$ cat src/design/drive_admin_pkg.sv
// Constants and types shared by the administrative command decoder
package drive_admin_pkg;

    // Task file register selects
    localparam logic [2:0] SEL_DATA = 3'h0;
    localparam logic [2:0] SEL_FEATURE = 3'h1;
    localparam logic [2:0] SEL_COUNT = 3'h2;
    localparam logic [2:0] SEL_ADDR_LOW = 3'h3;
    localparam logic [2:0] SEL_ADDR_MID = 3'h4;
    localparam logic [2:0] SEL_ADDR_HIGH = 3'h5;
    localparam logic [2:0] SEL_DEV_HEAD = 3'h6;
    localparam logic [2:0] SEL_COMMAND = 3'h7;

    // Command codes
    localparam logic [7:0] CMD_ERASE = 8'hC0;
    localparam logic [7:0] CMD_DIAG = 8'h90;
    localparam logic [7:0] CMD_FLUSH = 8'hE7;
    localparam logic [7:0] CMD_IDENTIFY = 8'hEC;

    // Field positions
    localparam int ST_BUSY = 7;
    localparam int ST_READY = 6;
    localparam int ST_FAULT = 5;
    localparam int ST_SEEK = 4;
    localparam int ST_DRQ = 3;
    localparam int ST_ERR = 0;
    localparam int ERR_ABORT = 2;
    localparam int DH_LBA = 6;

    // Reset values
    localparam logic [7:0] STATUS_RST = 8'h50;
    localparam logic [7:0] ERROR_RST = 8'h01;
    localparam logic [7:0] COUNT_RST = 8'h01;

    // Diagnostic result codes
    localparam logic [7:0] DIAG_PASS = 8'h01;
    localparam logic [7:0] DIAG_FORMATTER = 8'h02;
    localparam logic [7:0] DIAG_BUFFER = 8'h03;
    localparam logic [7:0] DIAG_ECC = 8'h04;
    localparam logic [7:0] DIAG_CPU = 8'h05;

    // Identification block
    localparam logic [8:0] ID_WORDS = 9'h100;
    localparam logic [8:0] W_CONFIG = 9'h000;
    localparam logic [8:0] W_CYL = 9'h001;
    localparam logic [8:0] W_HEADS = 9'h003;
    localparam logic [8:0] W_SPT = 9'h006;
    localparam logic [8:0] W_SECT_HI = 9'h007;
    localparam logic [8:0] W_SECT_LO = 9'h008;
    localparam logic [8:0] W_SER_FIRST = 9'h00A;
    localparam logic [8:0] W_SER_LAST = 9'h013;
    localparam logic [8:0] W_BUF_TYPE = 9'h014;
    localparam logic [8:0] W_BUF_SIZE = 9'h015;
    localparam logic [8:0] W_FW_FIRST = 9'h017;
    localparam logic [8:0] W_FW_LAST = 9'h01A;
    localparam logic [8:0] W_MULTI = 9'h02F;
    localparam logic [8:0] W_DWORD = 9'h030;
    localparam logic [8:0] W_CAPS = 9'h031;
    localparam logic [8:0] W_CAPS2 = 9'h032;
    localparam logic [8:0] W_PIO = 9'h033;
    localparam logic [8:0] W_VALID = 9'h035;
    localparam logic [15:0] V_FIXED = 16'h044A;
    localparam logic [15:0] V_REMOVABLE = 16'h848A;
    localparam logic [15:0] V_BUF_TYPE = 16'h0002;
    localparam logic [15:0] V_BUF_SIZE = 16'h0002;
    localparam logic [15:0] V_MULTI = 16'h8001;
    localparam logic [15:0] V_DWORD = 16'h0000;
    localparam logic [15:0] V_CAPS_DMA = 16'h0F00;
    localparam logic [15:0] V_CAPS_NODMA = 16'h0E00;
    localparam logic [15:0] V_CAPS2 = 16'h4000;
    localparam logic [15:0] V_PIO = 16'h0200;
    localparam logic [15:0] V_VALID = 16'h0007;

    // Data buffer shape
    localparam int FIFO_WIDTH = 16;
    localparam int FIFO_DEPTH = 8;

    typedef enum logic [5:0] {
        S_IDLE = 6'h01,
        S_ERASE = 6'h02,
        S_FLUSH = 6'h04,
        S_DIAG = 6'h08,
        S_IDENT = 6'h10,
        S_DRAIN = 6'h20
    } cmd_state_t;

endpackage

$ cat src/design/drive_admin_command_decoder.sv
// Administrative command decoder with its identification data buffer
//
// Summary of operation
// Erase command conditions addressed sectors
// Erase moves no data; fault shown
// Start address from task file, lba-select
// Erase count consecutive blocks from start
// Diagnostic command runs internal tests
// Diagnostic ignores drive select bit
// Diagnostic result code in error register
// Flush writes cache, then ready+seek status
// Flush unsupported ends with command aborted
// Identify returns block like sector read
// Reserved identify bits and words zero
// Word 0 fixed or removable value
// Words 7-8 hold sector total
// Words 10-19 hold serial number
// Words 20-21 buffer type and size
// Words 23-26 firmware, first char high
// Word 47 multiple sector limit
// Word 48 reads zero
// Word 49 capabilities with/without DMA
// Word 51 PIO mode 2, 52 zero
// Word 53 field validity value
// Host loads parameters before command code
// Busy held until results are final
// Unknown command aborted, state unchanged
`timescale 1ns/1ps
`default_nettype none

module id_data_fifo #(
    parameter int WIDTH = 16,
    parameter int DEPTH = 8
) (
    // Clock and reset
    input wire logic clk,
    input wire logic reset,
    // Fill side
    input wire logic in_valid,
    input wire logic [WIDTH-1:0] in_data,
    output logic in_ready,
    // Drain side
    output logic out_valid,
    output logic [WIDTH-1:0] out_data,
    input wire logic out_ready,
    // Nothing held anywhere
    output logic empty
);
    localparam int AW = $clog2(DEPTH);

    typedef struct packed {
        logic [DEPTH-1:0][WIDTH-1:0] mem;
        logic [AW-1:0] wr;
        logic [AW-1:0] rd;
        logic [AW:0] count;
        logic [WIDTH-1:0] out_data;
        logic out_valid;
        logic in_ready;
        logic empty;
    } fifo_state_t;

    localparam fifo_state_t FIFO_RST = '{in_ready: 1'b1, empty: 1'b1, default: '0};

    fifo_state_t q;
    fifo_state_t d;
    logic push;
    logic pop;

    always_comb begin
        d = q;
        push = in_valid && q.in_ready;
        pop = (q.count != '0) && (!q.out_valid || out_ready);
        if (q.out_valid && out_ready) begin
            d.out_valid = 1'b0;
        end
        // Output stage is a register so the top's outputs stay flop-driven
        if (pop) begin
            d.out_data = q.mem[q.rd];
            d.out_valid = 1'b1;
            d.rd = q.rd + AW'(1);
        end
        if (push) begin
            d.mem[q.wr] = in_data;
            d.wr = q.wr + AW'(1);
        end
        d.count = q.count + (AW+1)'(push) - (AW+1)'(pop);
        d.in_ready = d.count < (AW+1)'(DEPTH);
        d.empty = (d.count == '0) && !d.out_valid;
    end

    always_ff @(posedge clk) begin
        if (reset) begin
            q <= FIFO_RST;
        end else begin
            q <= d;
        end
    end

    assign in_ready = q.in_ready;
    assign out_valid = q.out_valid;
    assign out_data = q.out_data;
    assign empty = q.empty;
endmodule

module drive_admin_command_decoder (
    // Clock and reset
    input wire logic clk,
    input wire logic reset,
    // Task file access
    input wire logic tf_wr,
    input wire logic [2:0] tf_addr,
    input wire logic [7:0] tf_wdata,
    output logic [7:0] tf_rdata,
    // Command progress
    output logic busy,
    output logic cmd_done,
    // Identification data stream
    output logic [15:0] id_data,
    output logic id_valid,
    input wire logic id_ready,
    // Media erase engine
    output logic erase_req,
    output logic [27:0] erase_start,
    output logic erase_lba,
    output logic [8:0] erase_count,
    input wire logic erase_done,
    input wire logic erase_fault,
    // Write cache engine
    output logic flush_req,
    input wire logic flush_done,
    // Self test engine
    output logic diag_req,
    input wire logic diag_done,
    input wire logic [7:0] diag_code,
    // Drive configuration
    input wire logic cfg_removable,
    input wire logic cfg_no_dma,
    input wire logic cfg_flush_ok,
    input wire logic [31:0] total_sectors,
    input wire logic [15:0] def_cylinders,
    input wire logic [7:0] def_heads,
    input wire logic [15:0] def_sectors,
    input wire logic [159:0] serial_text,
    input wire logic [63:0] fw_text
);
    typedef struct packed {
        drive_admin_pkg::cmd_state_t st;
        logic [7:0] feature;
        logic [7:0] count;
        logic [7:0] addr_low;
        logic [7:0] addr_mid;
        logic [7:0] addr_high;
        logic [7:0] dev_head;
        logic [7:0] status;
        logic [7:0] error;
        logic [7:0] rdata;
        logic done;
        logic erase_req;
        logic [27:0] erase_start;
        logic erase_lba;
        logic [8:0] erase_count;
        logic flush_req;
        logic diag_req;
        logic [8:0] widx;
        logic [15:0] push_data;
        logic push_valid;
    } state_t;

    localparam state_t RST = '{
        st: drive_admin_pkg::S_IDLE,
        status: drive_admin_pkg::STATUS_RST,
        error: drive_admin_pkg::ERROR_RST,
        count: drive_admin_pkg::COUNT_RST,
        addr_low: drive_admin_pkg::COUNT_RST,
        default: '0
    };

    state_t q;
    state_t d;
    logic fifo_ready;
    logic fifo_empty;
    logic cmd_write;

    // Parameter block; anything not listed is reserved and reads zero
    function automatic logic [15:0] id_word(input logic [8:0] i);
        logic [15:0] w;
        w = 16'h0000;
        case (i)
            drive_admin_pkg::W_CONFIG:
                w = cfg_removable ? drive_admin_pkg::V_REMOVABLE
                                  : drive_admin_pkg::V_FIXED;
            drive_admin_pkg::W_CYL: w = def_cylinders;
            drive_admin_pkg::W_HEADS: w = {8'h00, def_heads};
            drive_admin_pkg::W_SPT: w = def_sectors;
            drive_admin_pkg::W_SECT_HI: w = total_sectors[31:16];
            drive_admin_pkg::W_SECT_LO: w = total_sectors[15:0];
            drive_admin_pkg::W_BUF_TYPE: w = drive_admin_pkg::V_BUF_TYPE;
            drive_admin_pkg::W_BUF_SIZE: w = drive_admin_pkg::V_BUF_SIZE;
            drive_admin_pkg::W_MULTI: w = drive_admin_pkg::V_MULTI;
            drive_admin_pkg::W_DWORD: w = drive_admin_pkg::V_DWORD;
            drive_admin_pkg::W_CAPS:
                w = cfg_no_dma ? drive_admin_pkg::V_CAPS_NODMA
                               : drive_admin_pkg::V_CAPS_DMA;
            drive_admin_pkg::W_CAPS2: w = drive_admin_pkg::V_CAPS2;
            drive_admin_pkg::W_PIO: w = drive_admin_pkg::V_PIO;
            drive_admin_pkg::W_VALID: w = drive_admin_pkg::V_VALID;
            default: begin
                // Caller supplies the serial already right justified
                if (i >= drive_admin_pkg::W_SER_FIRST &&
                    i <= drive_admin_pkg::W_SER_LAST) begin
                    w = serial_text[16*(drive_admin_pkg::W_SER_LAST-i) +: 16];
                end
                if (i >= drive_admin_pkg::W_FW_FIRST &&
                    i <= drive_admin_pkg::W_FW_LAST) begin
                    w = fw_text[16*(drive_admin_pkg::W_FW_LAST-i) +: 16];
                end
            end
        endcase
        return w;
    endfunction

    // Ends a command with final status and error, raising completion in the same cycle
    function automatic state_t finish(input state_t s, input logic [7:0] stat,
                                      input logic [7:0] err);
        state_t r;
        r = s;
        r.st = drive_admin_pkg::S_IDLE;
        r.status = stat;
        r.error = err;
        r.done = 1'b1;
        return r;
    endfunction

    localparam logic [7:0] ST_OK = 8'h50;
    localparam logic [7:0] ST_ABORT = 8'h51;

    assign cmd_write = tf_wr && (tf_addr == drive_admin_pkg::SEL_COMMAND);

    always_comb begin
        d = q;
        d.done = 1'b0;

        // Parameters are frozen while busy; they must be loaded first
        if (tf_wr && !q.status[drive_admin_pkg::ST_BUSY]) begin
            case (tf_addr)
                drive_admin_pkg::SEL_FEATURE: d.feature = tf_wdata;
                drive_admin_pkg::SEL_COUNT: d.count = tf_wdata;
                drive_admin_pkg::SEL_ADDR_LOW: d.addr_low = tf_wdata;
                drive_admin_pkg::SEL_ADDR_MID: d.addr_mid = tf_wdata;
                drive_admin_pkg::SEL_ADDR_HIGH: d.addr_high = tf_wdata;
                drive_admin_pkg::SEL_DEV_HEAD: d.dev_head = tf_wdata;
                default: d.feature = q.feature;
            endcase
        end

        case (q.st)
            drive_admin_pkg::S_IDLE: begin
                if (cmd_write) begin
                    d.status = 8'h80;
                    case (tf_wdata)
                        drive_admin_pkg::CMD_ERASE: begin
                            d.st = drive_admin_pkg::S_ERASE;
                            d.erase_req = 1'b1;
                            d.erase_start = {q.dev_head[3:0], q.addr_high,
                                             q.addr_mid, q.addr_low};
                            d.erase_lba = q.dev_head[drive_admin_pkg::DH_LBA];
                            // A count of zero stands for 256 blocks
                            d.erase_count = (q.count == 8'h00) ? 9'h100
                                                               : {1'b0, q.count};
                        end
                        drive_admin_pkg::CMD_DIAG: begin
                            // Drive select is not looked at here
                            d.st = drive_admin_pkg::S_DIAG;
                            d.diag_req = 1'b1;
                        end
                        drive_admin_pkg::CMD_FLUSH: begin
                            if (cfg_flush_ok) begin
                                d.st = drive_admin_pkg::S_FLUSH;
                                d.flush_req = 1'b1;
                            end else begin
                                d = finish(d, ST_ABORT, 8'h04);
                            end
                        end
                        drive_admin_pkg::CMD_IDENTIFY: begin
                            d.st = drive_admin_pkg::S_IDENT;
                            d.status = 8'h88;
                            d.widx = 9'h000;
                        end
                        default: begin
                            d = finish(d, ST_ABORT, 8'h04);
                        end
                    endcase
                end
            end
            drive_admin_pkg::S_ERASE: begin
                // No data phase; a media fault ends with write fault
                if (erase_done) begin
                    d.erase_req = 1'b0;
                    d = finish(d, erase_fault ? 8'h71 : ST_OK, 8'h00);
                end
            end
            drive_admin_pkg::S_FLUSH: begin
                // Ready and seek complete only once the cache is on media
                if (flush_done) begin
                    d.flush_req = 1'b0;
                    d = finish(d, ST_OK, 8'h00);
                end
            end
            drive_admin_pkg::S_DIAG: begin
                if (diag_done) begin
                    d.diag_req = 1'b0;
                    d = finish(d, ST_OK, diag_code);
                end
            end
            drive_admin_pkg::S_IDENT: begin
                // Stalls whenever the buffer is full
                if (!q.push_valid || fifo_ready) begin
                    if (q.widx < drive_admin_pkg::ID_WORDS) begin
                        d.push_data = id_word(q.widx);
                        d.push_valid = 1'b1;
                        d.widx = q.widx + 9'h001;
                    end else begin
                        d.push_valid = 1'b0;
                        d.st = drive_admin_pkg::S_DRAIN;
                    end
                end
            end
            drive_admin_pkg::S_DRAIN: begin
                if (fifo_empty) begin
                    d = finish(d, ST_OK, 8'h00);
                end
            end
            default: begin
                d = RST;
            end
        endcase

        // Registered read-back; status and error share selects with writes
        case (tf_addr)
            drive_admin_pkg::SEL_FEATURE: d.rdata = q.error;
            drive_admin_pkg::SEL_COUNT: d.rdata = q.count;
            drive_admin_pkg::SEL_ADDR_LOW: d.rdata = q.addr_low;
            drive_admin_pkg::SEL_ADDR_MID: d.rdata = q.addr_mid;
            drive_admin_pkg::SEL_ADDR_HIGH: d.rdata = q.addr_high;
            drive_admin_pkg::SEL_DEV_HEAD: d.rdata = q.dev_head;
            drive_admin_pkg::SEL_COMMAND: d.rdata = q.status;
            default: d.rdata = 8'h00;
        endcase
    end

    always_ff @(posedge clk) begin
        if (reset) begin
            q <= RST;
        end else begin
            q <= d;
        end
    end

    id_data_fifo #(
        .WIDTH(drive_admin_pkg::FIFO_WIDTH),
        .DEPTH(drive_admin_pkg::FIFO_DEPTH)
    ) u_fifo (
        .clk(clk),
        .reset(reset),
        .in_valid(q.push_valid),
        .in_data(q.push_data),
        .in_ready(fifo_ready),
        .out_valid(id_valid),
        .out_data(id_data),
        .out_ready(id_ready),
        .empty(fifo_empty)
    );

    assign tf_rdata = q.rdata;
    assign busy = q.status[drive_admin_pkg::ST_BUSY];
    assign cmd_done = q.done;
    assign erase_req = q.erase_req;
    assign erase_start = q.erase_start;
    assign erase_lba = q.erase_lba;
    assign erase_count = q.erase_count;
    assign flush_req = q.flush_req;
    assign diag_req = q.diag_req;
endmodule

`default_nettype wire

$ cat config.mk
export PLATFORM = sky130hd
export DESIGN_NAME = drive_admin_command_decoder
export DESIGN_NICKNAME = d
export VERILOG_FILES = /design/src/design/drive_admin_pkg.sv /design/src/design/drive_admin_command_decoder.sv
export SDC_FILE = /design/constraint.sdc
export NUM_CORES = 1
export LEC_CHECK = 0
export BUFFER_PORTS_ARGS = -buffer_cell sky130_fd_sc_hd__buf_2
export CORE_MARGIN = 4
export CORE_UTILIZATION = 58
export CTS_CLUSTER_DIAMETER = 100
export DETAILED_ROUTE_END_ITERATION = 7
export MAX_ROUTING_LAYER = met4
export PLACE_DENSITY = 0.86
export SLEW_MARGIN = 20
export SYNTH_ARGS = -nofsm -noshare
export SYNTH_HDL_FRONTEND = slang
export SYNTH_SLANG_ARGS = --single-unit
$ cat constraint.sdc
create_clock -name clk -period 5 [get_ports clk]
set_clock_uncertainty 0.15 [all_clocks]
set_input_delay 0.5 -clock clk [delete_from_list [all_inputs] [get_ports clk]]
set_output_delay 0.5 -clock clk [all_outputs]
set_load 0.01 [all_outputs]
==> flow_metrics.tcl, run 1 <==
set metrics [dict create \
    via_per_inst 6.57 \
    numPortBuffers 393 \
    max_cap_viol_count 0 \
    wl_per_cell_um 25.3 \
    critPathRequiredTime_ns 5.29 \
    synth_area_per_cell_sq_um 8.82 \
    fin_ws_ns 1.61 \
    power.total_uw 6230 \
    cts_max_level 1 \
    die_x_um 172 \
    dr.first_iter.drc_count 2212 \
    place.gp.congestion 1.09 \
    wl_met3_mm 7.44 \
    core.rowCount 59 \
    top_layer "met4" \
    tns_ns 0 \
    power.share.switching 0.265 \
    p_int_uw 4570 \
    regToRegSetupSlack_ns 1.61 \
    synth_area_sq_um 15600 \
    post-route-drc-count 0 \
    setup_viol 0 \
    core_area_sq_um 26300 \
    clk_pin_slew_worst_paths_ns 0.07 \
    antenna_left 0 \
    grt_max_degree 110 \
    postRouteWirelength_mm 60.4 \
    dpl.hpwl_mm 44.4 \
    comb_power_share 0.177 \
    synth.most_common_cell "nand2_1" \
    tightestPinTransition_ns 1.11 \
    cts_tree "built" \
    critPathKind "reg -> reg" \
    drtPass1Iterations 6 \
    synth_edf_count 0 \
    synthFlopType "dfxtp_1" \
    area_delta_synth_final_pct 17.6 \
    regToRegStartpoint "q[17]" \
    num-fill-cells 1997 \
    finalHoldViolations 0 \
    fin_crit_sh 0.679 \
    switchingPower_uw 1650 \
    synthArstFlopShare 0 \
    timing.rr.end "q[16]" \
    dieArea_sq_um 29600 \
    p_clk_frac 0.424 \
    outcome "completed" \
    synthTopCellsByCount "nand2_1 (329), dfxtp_1 (292), a21oi_1 (231), nor2_1 (117), clkbuf_1 (100)" \
    finalMaxSlewViolations 0 \
    synth_top_cells_by_area "dfxtp_1 (37%), mux4_2 (12%), nand2_1 (7.9%)" \
    cpPeakStageDelay_ns 0.69 \
    worstPathCellList "ha_1 -> a21oi_1 -> a221oi_2 -> nand3b_1 -> o211ai_1 -> a32o_1" \
    vias 15600 \
    cp-startpoint "q[17]" \
    hold_start "diag_code[6]" \
    worstSkewPairLatency_ns 0.56 \
    cp_slowest_cell "dfxtp_4" \
    synth_fp_nets 2115 \
    cp.arrival_ns 3.68 \
    ios 394 \
    synthDominantCellAreaShare 0.374 \
    startpoint_type "flip-flop" \
    wl_met1_mm 23.0 \
    final_nets 2348 \
    clock-sinks 292 \
    met2_length_mm 27.1 \
    yosysSeqAreaShare 0.374 \
    end_kind "flip-flop" \
    synth_cells 1772 \
    drive_gt1_frac 0.296 \
    ys_ff_latch 292 \
    multi_input_comb_area_sq_um 8700 \
    hold_class "in -> reg" \
    ys_warn_count 0 \
    cts_buffers 30 \
    whs_path_depth 2 \
    cp_max_fo 32 \
    crit_family "compound AO/OA/AOI/OAI gates" \
    cellLeakagePower_uw 0.00708 \
    cts_root_buf "clkbuf_16" \
    antenna_found_initial 16 \
    register_area_sq_um 5850 \
    ir_worst_vdd_mv 0.341 \
    rsz0062_at_grt "false" \
    p_seq_frac 0.399 \
    relSlewSlack 0.261 \
    clock.fmax_ghz 0.295 \
    ff2ff_path_depth 6 \
    grt_pass1_wl_mm 87.2 \
    grt_overflow 0 \
    yosysTopAreaCell "dfxtp_1" \
    min_to "q[82]" \
    critPathBufInv 0 \
    cts.path.max_buffers 3 \
    die_h_um 172 \
    grt_usage 0.396 \
    preCtsSetupSlack_ns 1.69 \
    grt_pass1_vias 14700 \
    netlist-cell-type-count 79 \
    min_period_ns 3.39 \
    start_util 0.595 \
    power_density_nw_per_um2 339 \
]
-- state kept, by name, indices dropped and copies added (netlist names), 8 cells and up --
signal / flops
u_fifo.q: 138
q: 84
erase_start: 28
u_fifo.out_data: 16
erase_count: 9
tf_rdata: 8
-- area by class of cell --
type,count,share of cell area
Clock inverter,15,0.0156
Multi-Input combinational cell,1252,0.473
Clock buffer,41,0.0492
Inverter,20,0.00408
Sequential cell,292,0.318
Timing Repair Buffer,409,0.114
Tap cell,335,0.0228
Antenna cell,18,0.00245
-- repair_timing --
action | in CTS | in global routing
buffers inserted | 0 | 0
hold buffers | 4 | 0
gates resized for setup | 0 | 0
hold endpoints to repair | 4 | 0
-- placed cells by master, fill, tap and decap left out, types with 22 or more instances in the layout --
| cell | n |
|---|---|
| buf_2 | 392 |
| nand2_1 | 329 |
| dfxtp_1 | 291 |
| a21oi_1 | 230 |
| nor2_1 | 117 |
| mux4_2 | 83 |
| mux2i_1 | 68 |
| nand3_1 | 65 |
| clkbuf_16 | 32 |
| a22o_1 | 22 |
| a211oi_1 | 22 |
-- routing by layer --
layer  track usage  vias up
met2         0.588     1117
met1         0.513     7557
met5             -        -
met3         0.121      190
li1              -     6780
met4         0.146        0
-- logic make-up after synthesis --
group,after synthesis,synth area share
muxes,169,0.176
and+or+nand+nor,635,0.185
DFF,292,0.374
adders and majority gates,17,0.0141
buffers and inverters,228,0.0748
AOI/OAI and AO/OA,415,0.167
xor gates and xnor gates,16,0.00896
-- power groups by stage --
stage                     clock network (uW)  logic, uW  registers, uW
final                                   2640       1100           2490
after global routing                    2750       1180           2490
after CTS                               2650       1080           2480
after detailed placement                   0       1060           2530
after global placement                     0       1050           2530
after floorplan                            0        764           2510
-- metrics by stage --
stage                     hold slack, ns  area, sq um   util  std cells
final                             0.0197        18400  0.700       2382
after global routing             0.00714        18400  0.699       2379
after CTS                        0.00810        18300  0.697       2364
after detailed placement           0.293        17100  0.650       2304
after global placement             0.287        17100  0.650       2304
after floorplan                    0.272        15600      -       1772
-- worst max-delay path by stage --
| stage | cells after the start | end |
|---|---|---|
| 3_3_place_gp | 6 | q[16] |
| 2_1_floorplan | 12 | q[15] |
| 4_1_cts | 7 | q[16] |
| 3_5_place_dp | 6 | q[16] |
| 6_report | 6 | q[16] |
| 5_1_grt | 6 | q[16] |
-- worst reg2reg max path, delay by kind of cell (launching register included) --
family	cells	cell delay [ns]
fa+ha+maj	1	0.70
simple gates	1	0.61
compound gates	4	1.13
flops	1	0.69
No activity file was read; power rests on OpenSTA's default activity.
==> run 2: changes to the inputs <==
--- a/config.mk
+++ b/config.mk
@@ -7,11 +7,11 @@
 export LEC_CHECK = 0
 export BUFFER_PORTS_ARGS = -buffer_cell sky130_fd_sc_hd__buf_2
 export CORE_MARGIN = 4
-export CORE_UTILIZATION = 58
+export CORE_UTILIZATION = 54
 export CTS_CLUSTER_DIAMETER = 100
 export DETAILED_ROUTE_END_ITERATION = 7
 export MAX_ROUTING_LAYER = met4
-export PLACE_DENSITY = 0.86
+export PLACE_DENSITY = 0.81
 export SLEW_MARGIN = 20
 export SYNTH_ARGS = -nofsm -noshare
 export SYNTH_HDL_FRONTEND = slang
==> constraint.sdc (replaced) <==
create_clock -name clk -period 3.41 [get_ports clk]
set_clock_uncertainty 0.15 [all_clocks]
set_input_delay 0.341 -clock clk [delete_from_list [all_inputs] [get_ports clk]]
set_output_delay 0.341 -clock clk [all_outputs]
set_load 0.01 [all_outputs]
==> run 2 against run 1 <==
Effect of this change:
- global-route usage is 3.1 points lower
- non-clock buffer count is 31 higher
- power is 40% higher
- sequential share of layout area is 0.29 points lower
- routed wire length is 3.1% lower
- critical endpoint is now q[2]
- clock-buffer cell count is 2 higher
==> flow_metrics.tcl, run 2 (same netlist as run 1, synthesis figures left out) <==
set metrics [dict create \
    outcome "completed" \
    tightestPinTransition_ns 1.11 \
    worstPathCellList "inv_1 -> ha_1 -> and3b_1 -> a32oi_1 -> a21oi_1 -> a221oi_1 -> nand3_1 -> a32o_1" \
    postRouteWirelength_mm 58.5 \
    finalHoldViolations 0 \
    antenna_left 0 \
    cts_tree "built" \
    dieArea_sq_um 31700 \
    critPathRequiredTime_ns 3.73 \
    finalMaxSlewViolations 0 \
    rsz0062_at_grt "false" \
    relSlewSlack 0.256 \
    antenna_found_initial 13 \
    comb_power_share 0.186 \
    via_per_inst 6.18 \
    cts_root_buf "clkbuf_16" \
    cp_slowest_cell "dfxtp_4" \
    ir_worst_vdd_mv 0.434 \
    p_clk_frac 0.397 \
    hold_class "in -> reg" \
    fin_ws_ns 0.560 \
    cts_buffers 31 \
    layout_common_cells "buf_2 (392), nand2_1 (329), dfxtp_1 (291)" \
    hold_start "def_cylinders[13]" \
    p_int_uw 6350 \
    post-route-drc-count 0 \
    place.gp.congestion 1.04 \
    largest_reg_flops 138 \
    grt_max_degree 165 \
    clock.fmax_ghz 0.351 \
    regMostFlops "u_fifo.q" \
    cts_max_level 1 \
    die_h_um 178 \
    cellLeakagePower_uw 0.00718 \
    die_x_um 178 \
    final_nets 2380 \
    switchingPower_uw 2390 \
    grt_pass1_wl_mm 86.2 \
    ctsResizeCount 0 \
    num-fill-cells 2341 \
    regToRegStartpoint "q[17]" \
    wl_per_cell_um 23.9 \
    fin_crit_sh 0.836 \
    ios 394 \
    end_kind "flip-flop" \
    min_period_ns 2.85 \
    startpoint_type "flip-flop" \
    preCtsSetupSlack_ns 0.642 \
    tns_ns 0 \
    worstSkewPairLatency_ns 0.57 \
    drive_gt1_frac 0.298 \
    clock-sinks 292 \
    cp-startpoint "q[17]" \
    dpl.hpwl_mm 44.4 \
    vias 15200 \
    core.rowCount 62 \
    dr.first_iter.drc_count 1873 \
    setup_viol 0 \
    start_util 0.546 \
    area_delta_synth_final_pct 18.7 \
    cts.path.max_buffers 3 \
    p_seq_frac 0.417 \
    cp.arrival_ns 3.17 \
    critPathKind "reg -> reg" \
    grt_overflow 0 \
    cpPeakStageDelay_ns 0.51 \
    cp_max_fo 17 \
    grt_usage 0.365 \
    power_density_nw_per_um2 471 \
    clk_pin_slew_worst_paths_ns 0.06 \
    power.share.switching 0.273 \
    final_common_cell "buf_2" \
    numPortBuffers 393 \
    drtPass1Iterations 5 \
    core_area_sq_um 28600 \
    grt_pass1_vias 14500 \
    max_cap_viol_count 0 \
]
[run 2: worst max-delay path, delay by kind of cell, from the launching register on]
family | cells | cell delay (ns)
AO/OA/AOI/OAI | 4 | 0.96
AND/OR/NAND/NOR | 2 | 0.57
flip-flops | 1 | 0.51
adder cells (fa/ha/maj) | 1 | 0.35
buffers and inverters | 1 | 0.18
[run 2: per-layer routing]
layer  global-route usage  share of wire  wire length, um  vias up
li1                     -              -                -     6829
met1                0.463           0.38            22400     7271
met2                0.564           0.46            27100      922
met3               0.0901           0.10             6140      141
met4                0.147          0.048             2830        0
met5                    -              0                0        -
[run 2: through the flow]
| stage | util | area, sq um | total power (uW) | std cells | hold WS (ns) |
|---|---|---|---|---|---|
| 6_report | 0.648 | 18600 | 8740 | 2452 | 0.0247 |
| 5_1_grt | 0.648 | 18600 | 9050 | 2451 | 0.0177 |
| 3_3_place_gp | 0.605 | 17300 | 5300 | 2373 | 0.287 |
| 2_1_floorplan | - | 15600 | 4800 | 1772 | 0.272 |
| 3_5_place_dp | 0.605 | 17300 | 5320 | 2373 | 0.294 |
| 4_1_cts | 0.647 | 18500 | 8750 | 2441 | 0.00476 |
[run 2: area by class of cell]
class / count / area [sq um] / area share
clock buffers: 43 / 902 / 0.0486
repair buffers: 440 / 2410 / 0.130
flip-flops and latches: 292 / 5850 / 0.315
diodes: 10 / 25.0 / 0.00135
inverters: 20 / 75.1 / 0.00404
multi-input cells: 1252 / 8660 / 0.467
clock inverters: 11 / 151 / 0.00816
well taps: 384 / 480 / 0.0259
[run 2: path summary, 6_finish.rpt]
path	endpoint	slack, ns	depth (start not counted)
setup / recovery	q[2]	0.56	8
hold / removal	q[14]	0.02	5
setup reg to reg	q[2]	0.56	8
hold reg to reg	erase_start[12]	0.30	2
[run 2: repair_timing]
item                      CTS  global route
hold buffers               14             0
hold endpoints to repair   15             0
setup buffers               0             0
[run 2: power groups by stage]
stage	clock (uW)	sequential [uW]	combinational, uW
3_3_place_gp	0	3710	1590
5_1_grt	3630	3660	1770
3_5_place_dp	0	3720	1600
6_report	3470	3640	1620
2_1_floorplan	0	3680	1120
4_1_cts	3490	3640	1620
==> run 3: changes to the inputs <==
--- a/config.mk
+++ b/config.mk
@@ -5,13 +5,14 @@
 export SDC_FILE = /design/constraint.sdc
 export NUM_CORES = 1
 export LEC_CHECK = 0
+export ABC_AREA = 1
 export BUFFER_PORTS_ARGS = -buffer_cell sky130_fd_sc_hd__buf_2
 export CORE_MARGIN = 4
-export CORE_UTILIZATION = 54
+export CORE_UTILIZATION = 55
 export CTS_CLUSTER_DIAMETER = 100
 export DETAILED_ROUTE_END_ITERATION = 7
 export MAX_ROUTING_LAYER = met4
-export PLACE_DENSITY = 0.81
+export PLACE_DENSITY = 0.82
 export SLEW_MARGIN = 20
 export SYNTH_ARGS = -nofsm -noshare
 export SYNTH_HDL_FRONTEND = slang
==> constraint.sdc (replaced) <==
create_clock -name clk -period 2.9 [get_ports clk]
set_clock_uncertainty 0.15 [all_clocks]
set_input_delay 0.29 -clock clk [delete_from_list [all_inputs] [get_ports clk]]
set_output_delay 0.29 -clock clk [all_outputs]
set_load 0.01 [all_outputs]
==> run 3 against run 2 <==
Effect of this change:
- critical endpoint is now q[8]
- synthesized cell count rose by 39%
- first-iteration DRC count rose by 26%
- area after synthesis rose by 3.7%
- register-to-register slack got worse by 0.28 ns
- largest cell class unchanged
- routed wire length rose by 11%
- largest power group is now combinational cells
- die area rose by 1.8%
- power rose by 66%
==> flow_metrics.tcl, run 3 <==
set metrics [dict create \
    hold_class "in -> reg" \
    regToRegSetupSlack_ns 0.28 \
    ff2ff_path_depth 12 \
    synth_top_family_by_area "simple AND/OR/NAND/NOR gates" \
    synth_mux_area_frac 0.00185 \
    synthFlopType "dfxtp_1" \
    cts_setup_buffers 0 \
    synthDominantCellAreaShare 0.360 \
    final_common_cell "nand2_1" \
    cp_max_fo 26 \
    post-route-drc-count 0 \
    critPathRequiredTime_ns 3.25 \
    synth_area_per_cell_sq_um 6.58 \
    dr.first_iter.drc_count 2360 \
    outcome "completed" \
    setup_viol 0 \
    cts_max_level 1 \
    fin_crit_sh 0.903 \
    startpoint_type "flip-flop" \
    area_delta_synth_final_pct 19.0 \
    start_util 0.562 \
    clk_pin_slew_worst_paths_ns 0.06 \
    via_per_inst 5.90 \
    critPathKind "reg -> reg" \
    synth_area_sq_um 16200 \
    synth_compound_gate_area_share 0.194 \
    whs_path_depth 4 \
    tns_ns 0 \
    antenna_found_initial 8 \
    ctsResizeCount 0 \
    largest_reg_flops 138 \
    relSlewSlack 0.282 \
    ys_ff_latch 292 \
    synth_top_cells_by_area "dfxtp_1 (36%), nand2_1 (12%), nor2_1 (11%)" \
    dpl.hpwl_mm 47.9 \
    hold_start "diag_done" \
    min_period_ns 2.62 \
    core.rowCount 62 \
    synthSimpleGateAreaFrac 0.326 \
    synthArstFlopShare 0 \
    placed_cells 3063 \
    finalMaxSlewViolations 0 \
    synthTopCellsByCount "nand2_1 (500), nor2_1 (487), dfxtp_1 (292), o21ai_0 (286), nand3_1 (170)" \
    end_kind "flip-flop" \
    netlist-cell-type-count 52 \
    synthAdderAreaFrac 0.0136 \
    finalHoldViolations 0 \
    synth_edf_count 0 \
    grt_max_degree 123 \
    drive_gt1_frac 0.215 \
    place.gp.congestion 1.04 \
    timing.rr.end "q[8]" \
    ys_warn_count 0 \
    yosysSeqAreaShare 0.360 \
    max_cap_viol_count 0 \
    cp.arrival_ns 2.97 \
    instances_no_fill 3149 \
    synth_fp_nets 2809 \
    synth_cells 2466 \
    final_nets 3077 \
    drtPass1Iterations 8 \
    power_density_nw_per_um2 753 \
    rsz0062_at_grt "false" \
    cellLeakagePower_uw 0.00880 \
    numPortBuffers 393 \
    clock-sinks 292 \
    postRouteWirelength_mm 64.7 \
    die_h_um 180 \
    tightestPinTransition_ns 1.08 \
    finalCoreUtilization 0.669 \
    hold_buffers 23 \
    yosysTopAreaCell "dfxtp_1" \
    dieArea_sq_um 32300 \
    clock.fmax_ghz 0.382 \
    die_x_um 180 \
    antenna_left 0 \
    cts_root_buf "clkbuf_16" \
    regMostFlops "u_fifo.q" \
    regToRegStartpoint "q[17]" \
    synth-xor-area-share 0.00378 \
    grt_overflow 0 \
    synth.most_common_cell "nand2_1" \
    core_area_sq_um 28900 \
    worstSkewPairLatency_ns 0.58 \
    cts_tree "built" \
    ios 394 \
    vias 18600 \
    wl_per_cell_um 20.6 \
    grt_pass1_vias 17400 \
    layout_common_cells "nand2_1 (500), nor2_1 (487), buf_2 (392)" \
    grt_usage 0.385 \
    ir_worst_vdd_mv 0.649 \
    grt_pass1_wl_mm 98.3 \
    cts.path.max_buffers 3 \
    min_to "q[143]" \
    cts_buffers 30 \
]
==> run 3: area by class of cell <==
type                       instances  area (sq um)
timing repair buffer             460          2620
antenna                            7          17.5
tap                              384           480
clock inverter                    14           283
fill                            2597          9560
sequential                       292          5850
inverter                         114           428
clock buffer                      42           866
multi-input combinational       1836          8760
==> run 3: cell families (layout without fill, tap and decap cells) <==
family                     count (synthesis)  count (layout)
adders and majority gates                 17              17
other                                      0               7
muxes                                      3               3
AOI/OAI and AO/OA                        564             564
DFF                                      292             292
and+or+nand+nor                         1245            1245
buffers and inverters                    338             630
xor gates and xnor gates                   7               7
==> run 3: worst max-delay path: stages, from the launching register on <==
cell	delay, ns
dfxtp_4	0.44
inv_2	0.14
ha_1	0.29
inv_1	0.07
nor2_1	0.15
nand2_1	0.12
nor2_1	0.38
nand2_1	0.27
nand4_1	0.15
nor2_1	0.07
a21oi_1	0.12
nand2_1	0.08
a21oi_1	0.11
==> run 3: worst max path at each step <==
stage,from,to,cells past startpoint
6_report,q[17],q[8],12
5_1_grt,q[17],q[8],12
4_1_cts,q[17],q[8],12
3_5_place_dp,q[17],q[8],12
3_3_place_gp,q[17],q[8],12
2_1_floorplan,u_fifo.q[21],u_fifo.empty,13
==> run 3: per-stage QoR <==
stage	hold slack, ns	instance area (sq um)	total power [uW]	setup WS (ns)
4_1_cts	0.0380	19300	14400	0.293
2_1_floorplan	0.272	16200	8330	0.281
3_3_place_gp	0.288	17900	9930	0.286
3_5_place_dp	0.293	17900	10000	0.296
6_report	0.0448	19300	14500	0.281
5_1_grt	0.0750	19300	15200	0.0951
==> run 3: power breakdown <==
| group | internal, uW | total (uW) | switching (uW) |
|---|---|---|---|
| Sequential | 4250 | 4450 | 201 |
| Clock | 2720 | 4410 | 1690 |
| Combinational | 1760 | 5670 | 3910 |
==> run 3: layer usage <==
metal  vias to the layer above  wire, um  global-route usage
li1                       8607         -                   -
met1                      8675     26300               0.499
met2                      1130     29900               0.621
met3                       158      5630              0.0459
met4                         0      2900               0.149
met5                         -         0                   -
